===== src/daqio_pkg.sv =====
// daqio_pkg: constants shared by the data acquisition board I/O control block.
// assumes byte-wide I/O accesses of eight consecutive offsets from a switch base.
package daqio_pkg;
	localparam int DAQIO_ADDR_W = 10;
	localparam int DAQIO_BASE_W = 7;
	localparam int DAQIO_OFS_W = 3;
	localparam int DAQIO_CODE_W = 12;
	localparam int DAQIO_CHAN_W = 3;

	localparam logic [2:0] DAQIO_OFS_ADC_LOW = 3'h0;
	localparam logic [2:0] DAQIO_OFS_ADC_HIGH = 3'h1;
	localparam logic [2:0] DAQIO_OFS_STATUS_CTRL = 3'h2;
	localparam logic [2:0] DAQIO_OFS_DIGITAL = 3'h3;
	localparam logic [2:0] DAQIO_OFS_DAC0_LOW = 3'h4;
	localparam logic [2:0] DAQIO_OFS_DAC0_HIGH = 3'h5;
	localparam logic [2:0] DAQIO_OFS_DAC1_LOW = 3'h6;
	localparam logic [2:0] DAQIO_OFS_DAC1_HIGH = 3'h7;

	localparam int DAQIO_BUSY_BIT = 7;
	localparam logic [7:0] DAQIO_BYTE_ZERO = 8'h00;
	localparam logic [11:0] DAQIO_CODE_ZERO = 12'h000;
	localparam logic [2:0] DAQIO_CHAN_ZERO = 3'h0;

	typedef enum logic [2:0] {
		DAQIO_ADC_IDLE = 3'b001,
		DAQIO_ADC_START = 3'b010,
		DAQIO_ADC_WAIT = 3'b100
	} daqio_adc_state_t;
endpackage : daqio_pkg


===== src/daqio_dac_chan.sv =====
// daqio_dac_chan: one double-buffered 12-bit dac code, low and high bytes into a held stage, copied to an output stage.
// assumes write strobes and the update strobe are single-cycle, from the bus decode.
`timescale 1ns/1ns
`default_nettype none
module daqio_dac_chan
	import daqio_pkg::*;
(
	input wire logic mclk, // bus clock
	input wire logic rst_b, // synchronous reset, active low
	input wire logic wrLow, // write strobe for the low byte
	input wire logic wrHigh, // write strobe for the high byte
	input wire logic [7:0] wrData, // bus write data
	input wire logic update, // transfer the held code to the output stage
	output logic [11:0] dacCode // output stage, unsigned straight binary
);
	logic [11:0] heldCode;
	logic [11:0] next_heldCode;
	logic [11:0] next_dacCode;

	always_comb begin
		next_heldCode = heldCode;
		next_dacCode = dacCode;
		if (wrLow) begin
			next_heldCode[7:0] = wrData;
		end
		if (wrHigh) begin
			next_heldCode[11:8] = wrData[3:0];
		end
		// the output stage copies the first stage only on update, so writes never glitch it
		if (update) begin
			next_dacCode = heldCode;
		end
	end

	always_ff @(posedge mclk) begin
		if (!rst_b) begin
			heldCode <= DAQIO_CODE_ZERO;
			dacCode <= DAQIO_CODE_ZERO;
		end else begin
			heldCode <= next_heldCode;
			dacCode <= next_dacCode;
		end
	end
endmodule : daqio_dac_chan
`default_nettype wire


===== src/daqio_adc_seq.sv =====
// daqio_adc_seq: conversion sequencing, busy flag and result capture.
// assumes the converter engine answers a start pulse with a one-cycle done and its result.
`timescale 1ns/1ns
`default_nettype none
module daqio_adc_seq
	import daqio_pkg::*;
(
	input wire logic mclk, // bus clock
	input wire logic rst_b, // synchronous reset, active low
	input wire logic startReq, // write to the start offset
	input wire logic adcDone, // converter finished, result valid this cycle
	input wire logic [11:0] adcData, // converter result
	output logic adcStart, // start pulse to the converter
	output logic busy, // conversion in progress
	output logic [11:0] result // last completed result
);
	daqio_adc_state_t state;
	daqio_adc_state_t next_state;
	logic next_busy;
	logic next_adcStart;
	logic [11:0] next_result;

	always_comb begin
		next_state = state;
		next_busy = busy;
		next_adcStart = 1'b0;
		next_result = result;
		case (state)
			DAQIO_ADC_IDLE: begin
				if (startReq) begin
					next_state = DAQIO_ADC_START;
					next_busy = 1'b1;
					next_adcStart = 1'b1;
				end
			end
			DAQIO_ADC_START: begin
				next_state = DAQIO_ADC_WAIT;
			end
			DAQIO_ADC_WAIT: begin
				// an overrunning start restarts the converter; the old result is dropped
				if (startReq) begin
					next_state = DAQIO_ADC_START;
					next_adcStart = 1'b1;
				end else if (adcDone) begin
					next_state = DAQIO_ADC_IDLE;
					next_result = adcData;
					next_busy = 1'b0;
				end
			end
			default: begin
				next_state = DAQIO_ADC_IDLE;
				next_busy = 1'b0;
			end
		endcase
	end

	always_ff @(posedge mclk) begin
		if (!rst_b) begin
			state <= DAQIO_ADC_IDLE;
			busy <= 1'b0;
			adcStart <= 1'b0;
			result <= DAQIO_CODE_ZERO;
		end else begin
			state <= next_state;
			busy <= next_busy;
			adcStart <= next_adcStart;
			result <= next_result;
		end
	end
endmodule : daqio_adc_seq
`default_nettype wire


===== src/daqio_top.sv =====
// daqio_top: register decode for the data acquisition board I/O control block.
// assumes one access strobe per cycle on the byte-wide I/O bus, synchronous to mclk.
// Behaviour
// - offset two reads status, writes channel
// - status bit 7 high while converting
// - status bits 2..0 show selected channel
// - offset two write loads channel bits
// - offset three write loads output latch
// - offset three read returns live inputs
// - offset three read updates both dacs
// - dac codes in write-only byte pairs
// - low byte holds code bits 7..0
// - high byte takes bits 3..0 only
// - dac writes move outputs only on update
// - dac code is unsigned straight binary
// - adc result is 12-bit unsigned
// - offset one write starts a conversion
// - result split over offsets one and zero
// - decode eight addresses from switch base
`timescale 1ns/1ns
`default_nettype none
module daqio_top
	import daqio_pkg::*;
(
	input wire logic mclk, // bus clock, 125 MHz
	input wire logic rst_b, // synchronous reset, active low
	input wire logic [DAQIO_ADDR_W-1:0] ioAddr, // I/O address
	input wire logic ioRd, // read strobe, one cycle
	input wire logic ioWr, // write strobe, one cycle
	input wire logic [7:0] ioWrData, // write data
	input wire logic [DAQIO_BASE_W-1:0] baseSwitch, // base address switches
	input wire logic [7:0] digIn, // digital input lines
	input wire logic adcDone, // converter done pulse
	input wire logic [11:0] adcData, // converter result
	output logic [7:0] ioRdData, // read data, valid the cycle after ioRd
	output logic [7:0] digOut, // digital output latch
	output logic [2:0] channelSelect, // analog multiplexer channel
	output logic adcStart, // conversion start pulse
	output logic [11:0] dac0Code, // dac channel 0 output stage
	output logic [11:0] dac1Code // dac channel 1 output stage
);
	logic hit;
	logic [2:0] ofs;
	logic wrEn;
	logic rdEn;
	logic busy;
	logic [11:0] result;
	logic dacUpdate;
	logic [7:0] next_ioRdData;
	logic [7:0] next_digOut;
	logic [2:0] next_channelSelect;

	assign ofs = ioAddr[DAQIO_OFS_W-1:0];
	assign hit = (ioAddr[DAQIO_ADDR_W-1:DAQIO_OFS_W] == baseSwitch);
	assign wrEn = ioWr && hit;
	assign rdEn = ioRd && hit;
	assign dacUpdate = rdEn && (ofs == DAQIO_OFS_DIGITAL);

	always_comb begin
		next_digOut = digOut;
		next_channelSelect = channelSelect;
		next_ioRdData = DAQIO_BYTE_ZERO;
		if (wrEn && ofs == DAQIO_OFS_STATUS_CTRL) begin
			next_channelSelect = ioWrData[DAQIO_CHAN_W-1:0];
		end
		if (wrEn && ofs == DAQIO_OFS_DIGITAL) begin
			next_digOut = ioWrData;
		end
		if (rdEn) begin
			case (ofs)
				DAQIO_OFS_ADC_LOW: begin
					next_ioRdData = {result[3:0], 4'h0};
				end
				DAQIO_OFS_ADC_HIGH: begin
					next_ioRdData = result[11:4];
				end
				DAQIO_OFS_STATUS_CTRL: begin
					// only the channel bits 2..0 of the written control byte are read back
					next_ioRdData = DAQIO_BYTE_ZERO;
					next_ioRdData[DAQIO_BUSY_BIT] = busy;
					next_ioRdData[DAQIO_CHAN_W-1:0] = channelSelect;
				end
				DAQIO_OFS_DIGITAL: begin
					next_ioRdData = digIn;
				end
				default: begin
					// dac offsets are write-only and read as zero
					next_ioRdData = DAQIO_BYTE_ZERO;
				end
			endcase
		end
	end

	always_ff @(posedge mclk) begin
		if (!rst_b) begin
			digOut <= DAQIO_BYTE_ZERO;
			channelSelect <= DAQIO_CHAN_ZERO;
			ioRdData <= DAQIO_BYTE_ZERO;
		end else begin
			digOut <= next_digOut;
			channelSelect <= next_channelSelect;
			ioRdData <= next_ioRdData;
		end
	end

	daqio_adc_seq uAdc (
		.mclk(mclk),
		.rst_b(rst_b),
		.startReq(wrEn && ofs == DAQIO_OFS_ADC_HIGH),
		.adcDone(adcDone),
		.adcData(adcData),
		.adcStart(adcStart),
		.busy(busy),
		.result(result)
	);

	daqio_dac_chan uDac0 (
		.mclk(mclk),
		.rst_b(rst_b),
		.wrLow(wrEn && ofs == DAQIO_OFS_DAC0_LOW),
		.wrHigh(wrEn && ofs == DAQIO_OFS_DAC0_HIGH),
		.wrData(ioWrData),
		.update(dacUpdate),
		.dacCode(dac0Code)
	);

	daqio_dac_chan uDac1 (
		.mclk(mclk),
		.rst_b(rst_b),
		.wrLow(wrEn && ofs == DAQIO_OFS_DAC1_LOW),
		.wrHigh(wrEn && ofs == DAQIO_OFS_DAC1_HIGH),
		.wrData(ioWrData),
		.update(dacUpdate),
		.dacCode(dac1Code)
	);
endmodule : daqio_top
`default_nettype wire


===== config.mk =====
export PLATFORM = sky130hd
export DESIGN_NAME = daqio_top
export DESIGN_NICKNAME = d
export VERILOG_FILES = /design/src/daqio_pkg.sv /design/src/daqio_dac_chan.sv /design/src/daqio_adc_seq.sv /design/src/daqio_top.sv
export SDC_FILE = /design/constraint.sdc
export NUM_CORES = 1
export LEC_CHECK = 0
export BUFFER_PORTS_ARGS = -buffer_cell sky130_fd_sc_hd__buf_2
export CAP_MARGIN = 30
export CORE_ASPECT_RATIO = 1.1
export CORE_MARGIN = 5
export CORE_UTILIZATION = 40
export CTS_BUF_LIST = sky130_fd_sc_hd__clkbuf_4 sky130_fd_sc_hd__clkbuf_8 sky130_fd_sc_hd__clkbuf_16
export CTS_CLUSTER_SIZE = 12
export DETAILED_ROUTE_END_ITERATION = 7
export PLACE_DENSITY_LB_ADDON = 0.15
export SYNTH_ARGS = -nofsm -noshare
export SYNTH_HDL_FRONTEND = slang
export SYNTH_SLANG_ARGS = --single-unit

===== constraint.sdc =====
create_clock -name mclk -period 1.9 [get_ports mclk]
set_clock_uncertainty 0.15 [all_clocks]
set_input_delay 0.095 -clock mclk [delete_from_list [all_inputs] [get_ports mclk]]
set_output_delay 0.095 -clock mclk [all_outputs]
set_load 0.02 [all_outputs]

# Yosys cells after proc, flatten, opt, wreduce, memory -nomap -nowiden

Index checks and enable logic that the tools add are counted.

Word-level logic and storage cells: 57
Output and inout bits: 44
Input port bits: 50
Register bits after elaboration: 84

Equal/unequal tests: 15
Bitwise operators: 2
Reduce and logical (&&, ||, !) cells: 17
Mux-type cells: 10

Operator list:

| kind                 | count |
|---|---|
| $pmux W8 S4          | 1 |
| $eq A3 B3 Y1 const B | 5 |
| $logic_and A1 B1 Y1  | 10 |
| $eq A3 B2 Y1 const B | 3 |
| $mux W3              | 3 |
| $pmux W3 S3          | 1 |
| $eq A7 B7 Y1         | 1 |
| $eq A3 B1 Y1 const B | 2 |
| $reduce_and A2 Y1    | 3 |
| $mux W1              | 4 |
| $ne A2 B2 Y1 const B | 2 |
| $reduce_and A4 Y1    | 1 |
| $logic_not A3 Y1     | 1 |
| $ne A3 B2 Y1 const B | 1 |
| $pmux W1 S3          | 1 |
| $reduce_and A3 Y1    | 1 |
| $ne A2 B1 Y1 const B | 1 |
| $not A1 Y1           | 2 |
| $reduce_or A2 Y1     | 1 |

# Longest topological paths before layout

Depth in word-level cells: 5
Mapped depth: 8
Gate-level depth less buffers: 5

# Modules after synthesis

From an unflattened synthesis, not the netlist that was laid out.

Cell total of the unflattened synthesis: 336
Area total of the unflattened synthesis: 3,503.4 sq um

By module, submodules not included:

| module         | cells each | area each (sq um) | sequential area each (sq um) | instances |
|---|---|---|---|---|
| daqio_dac_chan | 77         | 902.1             | 480.5                        | 2 |
| daqio_top      | 121        | 1,009.7           | 380.4                        | 1 |
| daqio_adc_seq  | 61         | 689.4             | 340.3                        | 1 |

# Least setup slack after synthesis

Ideal clock, no wire load.

Kind: in2reg
Start: input port baseSwitch[2]
End: register uAdc.result[10]
Slack: 0.132 ns
Setup time: 0.118 ns
Stages: 7
Path buffers: 2
Arrival: 1.500 ns
Data required time: 1.632 ns
Path through: xor2_1 -> nor4_4 -> nand4_2 -> and4b_1 -> buf_6 -> buf_12 -> mux2i_1

Longest elaborated chain between the ends: 5

RTL lines:

| element                            | RTL line            | text |
|---|---|---|
| start, declared                    | daqio_top.sv:31     | `input wire logic [DAQIO_BASE_W-1:0] baseSwitch,` |
| $eq A7 B7 Y1                       | daqio_top.sv:54     | `assign hit = (ioAddr[DAQIO_ADDR_W-1:DAQIO_OFS_W] == baseSwitch);` |
| $logic_and A1 B1 Y1                | daqio_top.sv:55     | `assign wrEn = ioWr && hit;` |
| $logic_and A1 B1 Y1                | daqio_top.sv:109    | `.startReq(wrEn && ofs == DAQIO_OFS_ADC_HIGH),` |
| $not A1 Y1 (no source line)        | n/a                 |  |
| $reduce_and A3 Y1 (no source line) | n/a                 |  |
| end signal, assigned               | daqio_adc_seq.sv:67 | `result <= next_result;` |
| end, declared                      | daqio_adc_seq.sv:15 | `output logic [11:0] result` |

No other way between the ends.
A chain may end at the register's enable or synchronous reset.

# Worst setup path in the final report

Start: input port ioWr
End: register uAdc.result[1]

Longest elaborated chain between the ends: 4

RTL lines:

| element                            | RTL line         | text |
|---|---|---|
| start, declared                    | daqio_top.sv:29  | `input wire logic ioWr,` |
| $logic_and A1 B1 Y1                | daqio_top.sv:55  |  |
| $logic_and A1 B1 Y1                | daqio_top.sv:109 |  |
| $not A1 Y1 (no source line)        | n/a              |  |
| $reduce_and A3 Y1 (no source line) | n/a              |  |

No other way between the ends.

==> flow_summary.json <==
{
  "run_status": "finished clean",
  "post-layout-total-power_mw": 3.236,
  "fp.dieH_um": 106.9,
  "cts.clk_slew.worst_paths_ns": 0.09,
  "worstSkewPairLatency_ns": 0.34,
  "synth_sequential_area_ratio": 0.4930,
  "grt_setup_unrepaired": "false",
  "slew_at_the_pin_closest_to_its_max_slew_limit_ns": 0.4367,
  "fin_crit_ns": 1.825,
  "static-leakage-power_nw": 2.010,
  "via_density_per_instance": 4.739,
  "numCtsBuffers": 9,
  "ctsResizeCount": 0,
  "finalWirelength_um": 8476,
  "dp.final_hpwl_um": 5763,
  "setup.worst_path.end_class": "flop",
  "fp.dieArea_sq_mm": 0.01048,
  "worstSetupStartpoint": "ioWr",
  "numClockSinks": 84,
  "r2r_end": "uAdc.busy",
  "register_area_sq_mm": 0.001682,
  "first_global_vias": 2734,
  "worstSetupPathType": "in -> reg",
  "worst-path-max-fanout": 12,
  "std_cell_rows": 35,
  "detailedRoute.firstPassIterationCount": 4,
  "mostFrequentLayoutCells": "sky130_fd_sc_hd__buf_2 (93), sky130_fd_sc_hd__dfxtp_1 (84), sky130_fd_sc_hd__nand2_1 (77)",
  "reg2regPathDepth": 4,
  "core_area_sq_mm": 0.008364,
  "crit_path_start_kind": "input pin",
  "fin_util": 0.5396,
  "final.fill_count": 810,
  "wire_per_inst_um": 13.76,
  "critical-path-max-stage-delay_ns": 0.54,
  "worst-endpoint-required_ns": 1.99,
  "hold_class": "in -> reg",
  "antennaDiodeCount": 0,
  "areaGrowthSynthToFinish_pct": 32.32,
  "largest_net_degree_at_the_start_of_global_routing": 62,
  "synth_flop_cell": "sky130_fd_sc_hd__dfxtp_1",
  "finalMaxSlewViolations": 0,
  "synth_enable_flop_cells": 0,
  "layout.cells.most_common": "sky130_fd_sc_hd__buf_2",
  "num_vias": 2919,
  "floorplan.initialDensity": 0.4078,
  "pwr_density_cell_mw_per_mm2": 717.0,
  "grt.overflow.total": 0,
  "layout_cells_sized_above_1": 0.2653,
  "groute.usage.overall": 0.1588,
  "synth.net_count": 427,
  "die_w_um": 98.05,
  "synthArstFlopShare": 0,
  "critical_path.cell_chain": "dlygate4sd3_1 > buf_2 > or2b_2 > nor2_2 > nand4_2 > and4b_1 > buf_12 > mux2i_1",
  "crit_path_end": "uAdc.result[1]",
  "drc": 0,
  "r2r-start": "uAdc.state[1]",
  "fmaxAchievable_mhz": 547.9,
  "dr.first_iter.drc_count": 116,
  "numPortBuffers": 93,
  "worst_path_max_delay_cell": "sky130_fd_sc_hd__dlygate4sd3_1",
  "htree_levels": 3,
  "synth-seq-cells": 84,
  "area_of_the_multi_input_gates_sq_mm": 0.001610,
  "num-nets-final": 551,
  "globalplace.congestion": 0.7455,
  "final_antenna_net_count": 0,
  "stdcell_area_sq_mm": 0.004513,
  "cts.root.buffer_cell": "sky130_fd_sc_hd__clkbuf_8",
  "tritoncts_clock_tree": "yes",
  "netlist_area_sq_mm": 0.003411,
  "r2r_slack_ns": 0.39,
  "antenna_found_initial": 0,
  "max_slew_margin": 0.7085,
  "grt_first_pass_wirelength_um": 13520,
  "ios": 94,
  "synth.lib_cells_used.distinct": 40,
  "finalHoldViolations": 0,
  "syn_avg_cell_area_sq_um": 9.047,
  "cts-root-to-sink-buffers": 2,
  "post_cts_buffers": 0,
  "final_setup_viols": 0,
  "finalSetupTns_ns": 0,
  "synthCells": 377,
  "max_cap_viol_count": 0,
  "yosysWarnings": 0,
  "placed_area_sq_mm": 0.004024,
  "ir_worst_vdd_mv": 0.4442,
  "crit_arrival_ns": 1.91,
  "period_share": 0.9606
}
[per-layer routing]
metal	wire [um]	global-route usage	vias up
met5	0	0	-
met4	119	0.05143	0
li1	-	-	1518
met3	451	0.04294	11
met1	3853	0.1999	1325
met2	4052	0.2636	65
[per-stage QoR]
step	setup slack [ns]	instances	hold WS, ns
CTS	0.1013	616	0.01928
detailed placement	0.07783	571	0.1957
global route	0.02485	616	0.02103
floorplan	0.1316	377	0.08363
finish	0.07482	616	0.01462
global placement	0.1171	571	0.1923
[sequential cells by signal, indices dropped and copies added (netlist names)]
| name | flops |
|---|---|
| ioRdData | 8 |
| uDac0.dacCode | 12 |
| uAdc.adcStart | 1 |
| uDac1.dacCode | 12 |
| uAdc.state | 3 |
| uAdc.result | 12 |
| uDac0.heldCode | 12 |
| uDac1.heldCode | 12 |
| channelSelect | 3 |
| uAdc.busy | 1 |
| digOut | 8 |
[logic make-up after synthesis]
| family | count (synthesis) | synth area share |
|---|---|---|
| AO/OA/AOI/OAI | 47 | 0.08034 |
| flip-flops | 84 | 0.4930 |
| multiplexers | 49 | 0.1438 |
| buffers and inverters | 23 | 0.03485 |
| XOR/XNOR | 7 | 0.01798 |
| AND/OR/NAND/NOR | 167 | 0.2300 |
[where the power goes]
part / switching [mW] / internal (mW)
clock: 0.628 / 0.603
sequential: 0.000278 / 1.76
combinational: 0.127 / 0.119
total: 0.756 / 2.48
[cell type report]
cell class / count / area share
flip-flops and latches: 84 / 0.3726
multi-input cells: 270 / 0.3568
repair buffers: 134 / 0.1963
well taps: 111 / 0.03077
clock buffers: 9 / 0.02745
clock inverters: 6 / 0.01442
inverters: 2 / 0.001663
[critical path: cells and delay by family]
kind	cells	cell delay [ns]
AND/OR/NAND/NOR	4	0.86
buffers and inverters	3	0.83
multiplexers	1	0.12
[synth_stat cells (all sizes together), types with 2 or more instances]
| cell type | count | area, sq um |
|---|---|---|
| a21oi | 33 | 165.2 |
| o21ai | 2 | 10.01 |
| nor2 | 54 | 207.7 |
| nor3 | 3 | 15.01 |
| and3 | 3 | 22.52 |
| inv | 2 | 7.500 |
| buf | 7 | 58.81 |
| mux2i | 49 | 490.5 |
| nor3b | 2 | 15.01 |
| a2111oi | 3 | 26.28 |
| dfxtp | 84 | 1682 |
| a22o | 2 | 17.52 |
| nand4 | 6 | 56.31 |
| clkbuf | 14 | 52.55 |
| xor2 | 6 | 52.55 |
| or2b | 2 | 17.52 |
| nand2b | 2 | 12.51 |
| nand4b | 2 | 17.52 |
| nand2 | 77 | 289.0 |
| nor2b | 8 | 50.05 |
| a22oi | 3 | 22.52 |
[how the worst min path moves through the flow]
stage                     startpoint             end  slack, ns  cells past startpoint
after floorplan             digIn[4]     ioRdData[4]       0.08                      2
after global placement    adcData[2]  uAdc.result[2]       0.19                      3
after detailed placement    digIn[4]     ioRdData[4]       0.20                      3
after CTS                   digIn[7]     ioRdData[7]       0.02                      5
after global routing        digIn[7]     ioRdData[7]       0.02                      5
final                       digIn[7]     ioRdData[7]       0.01                      5
[what timing repair did]
item,CTS,global route
hold endpoints to repair,58,0
endpoints found under the setup margin,0,0
hold buffers,30,0
No activity file was read; power rests on OpenSTA's default activity.
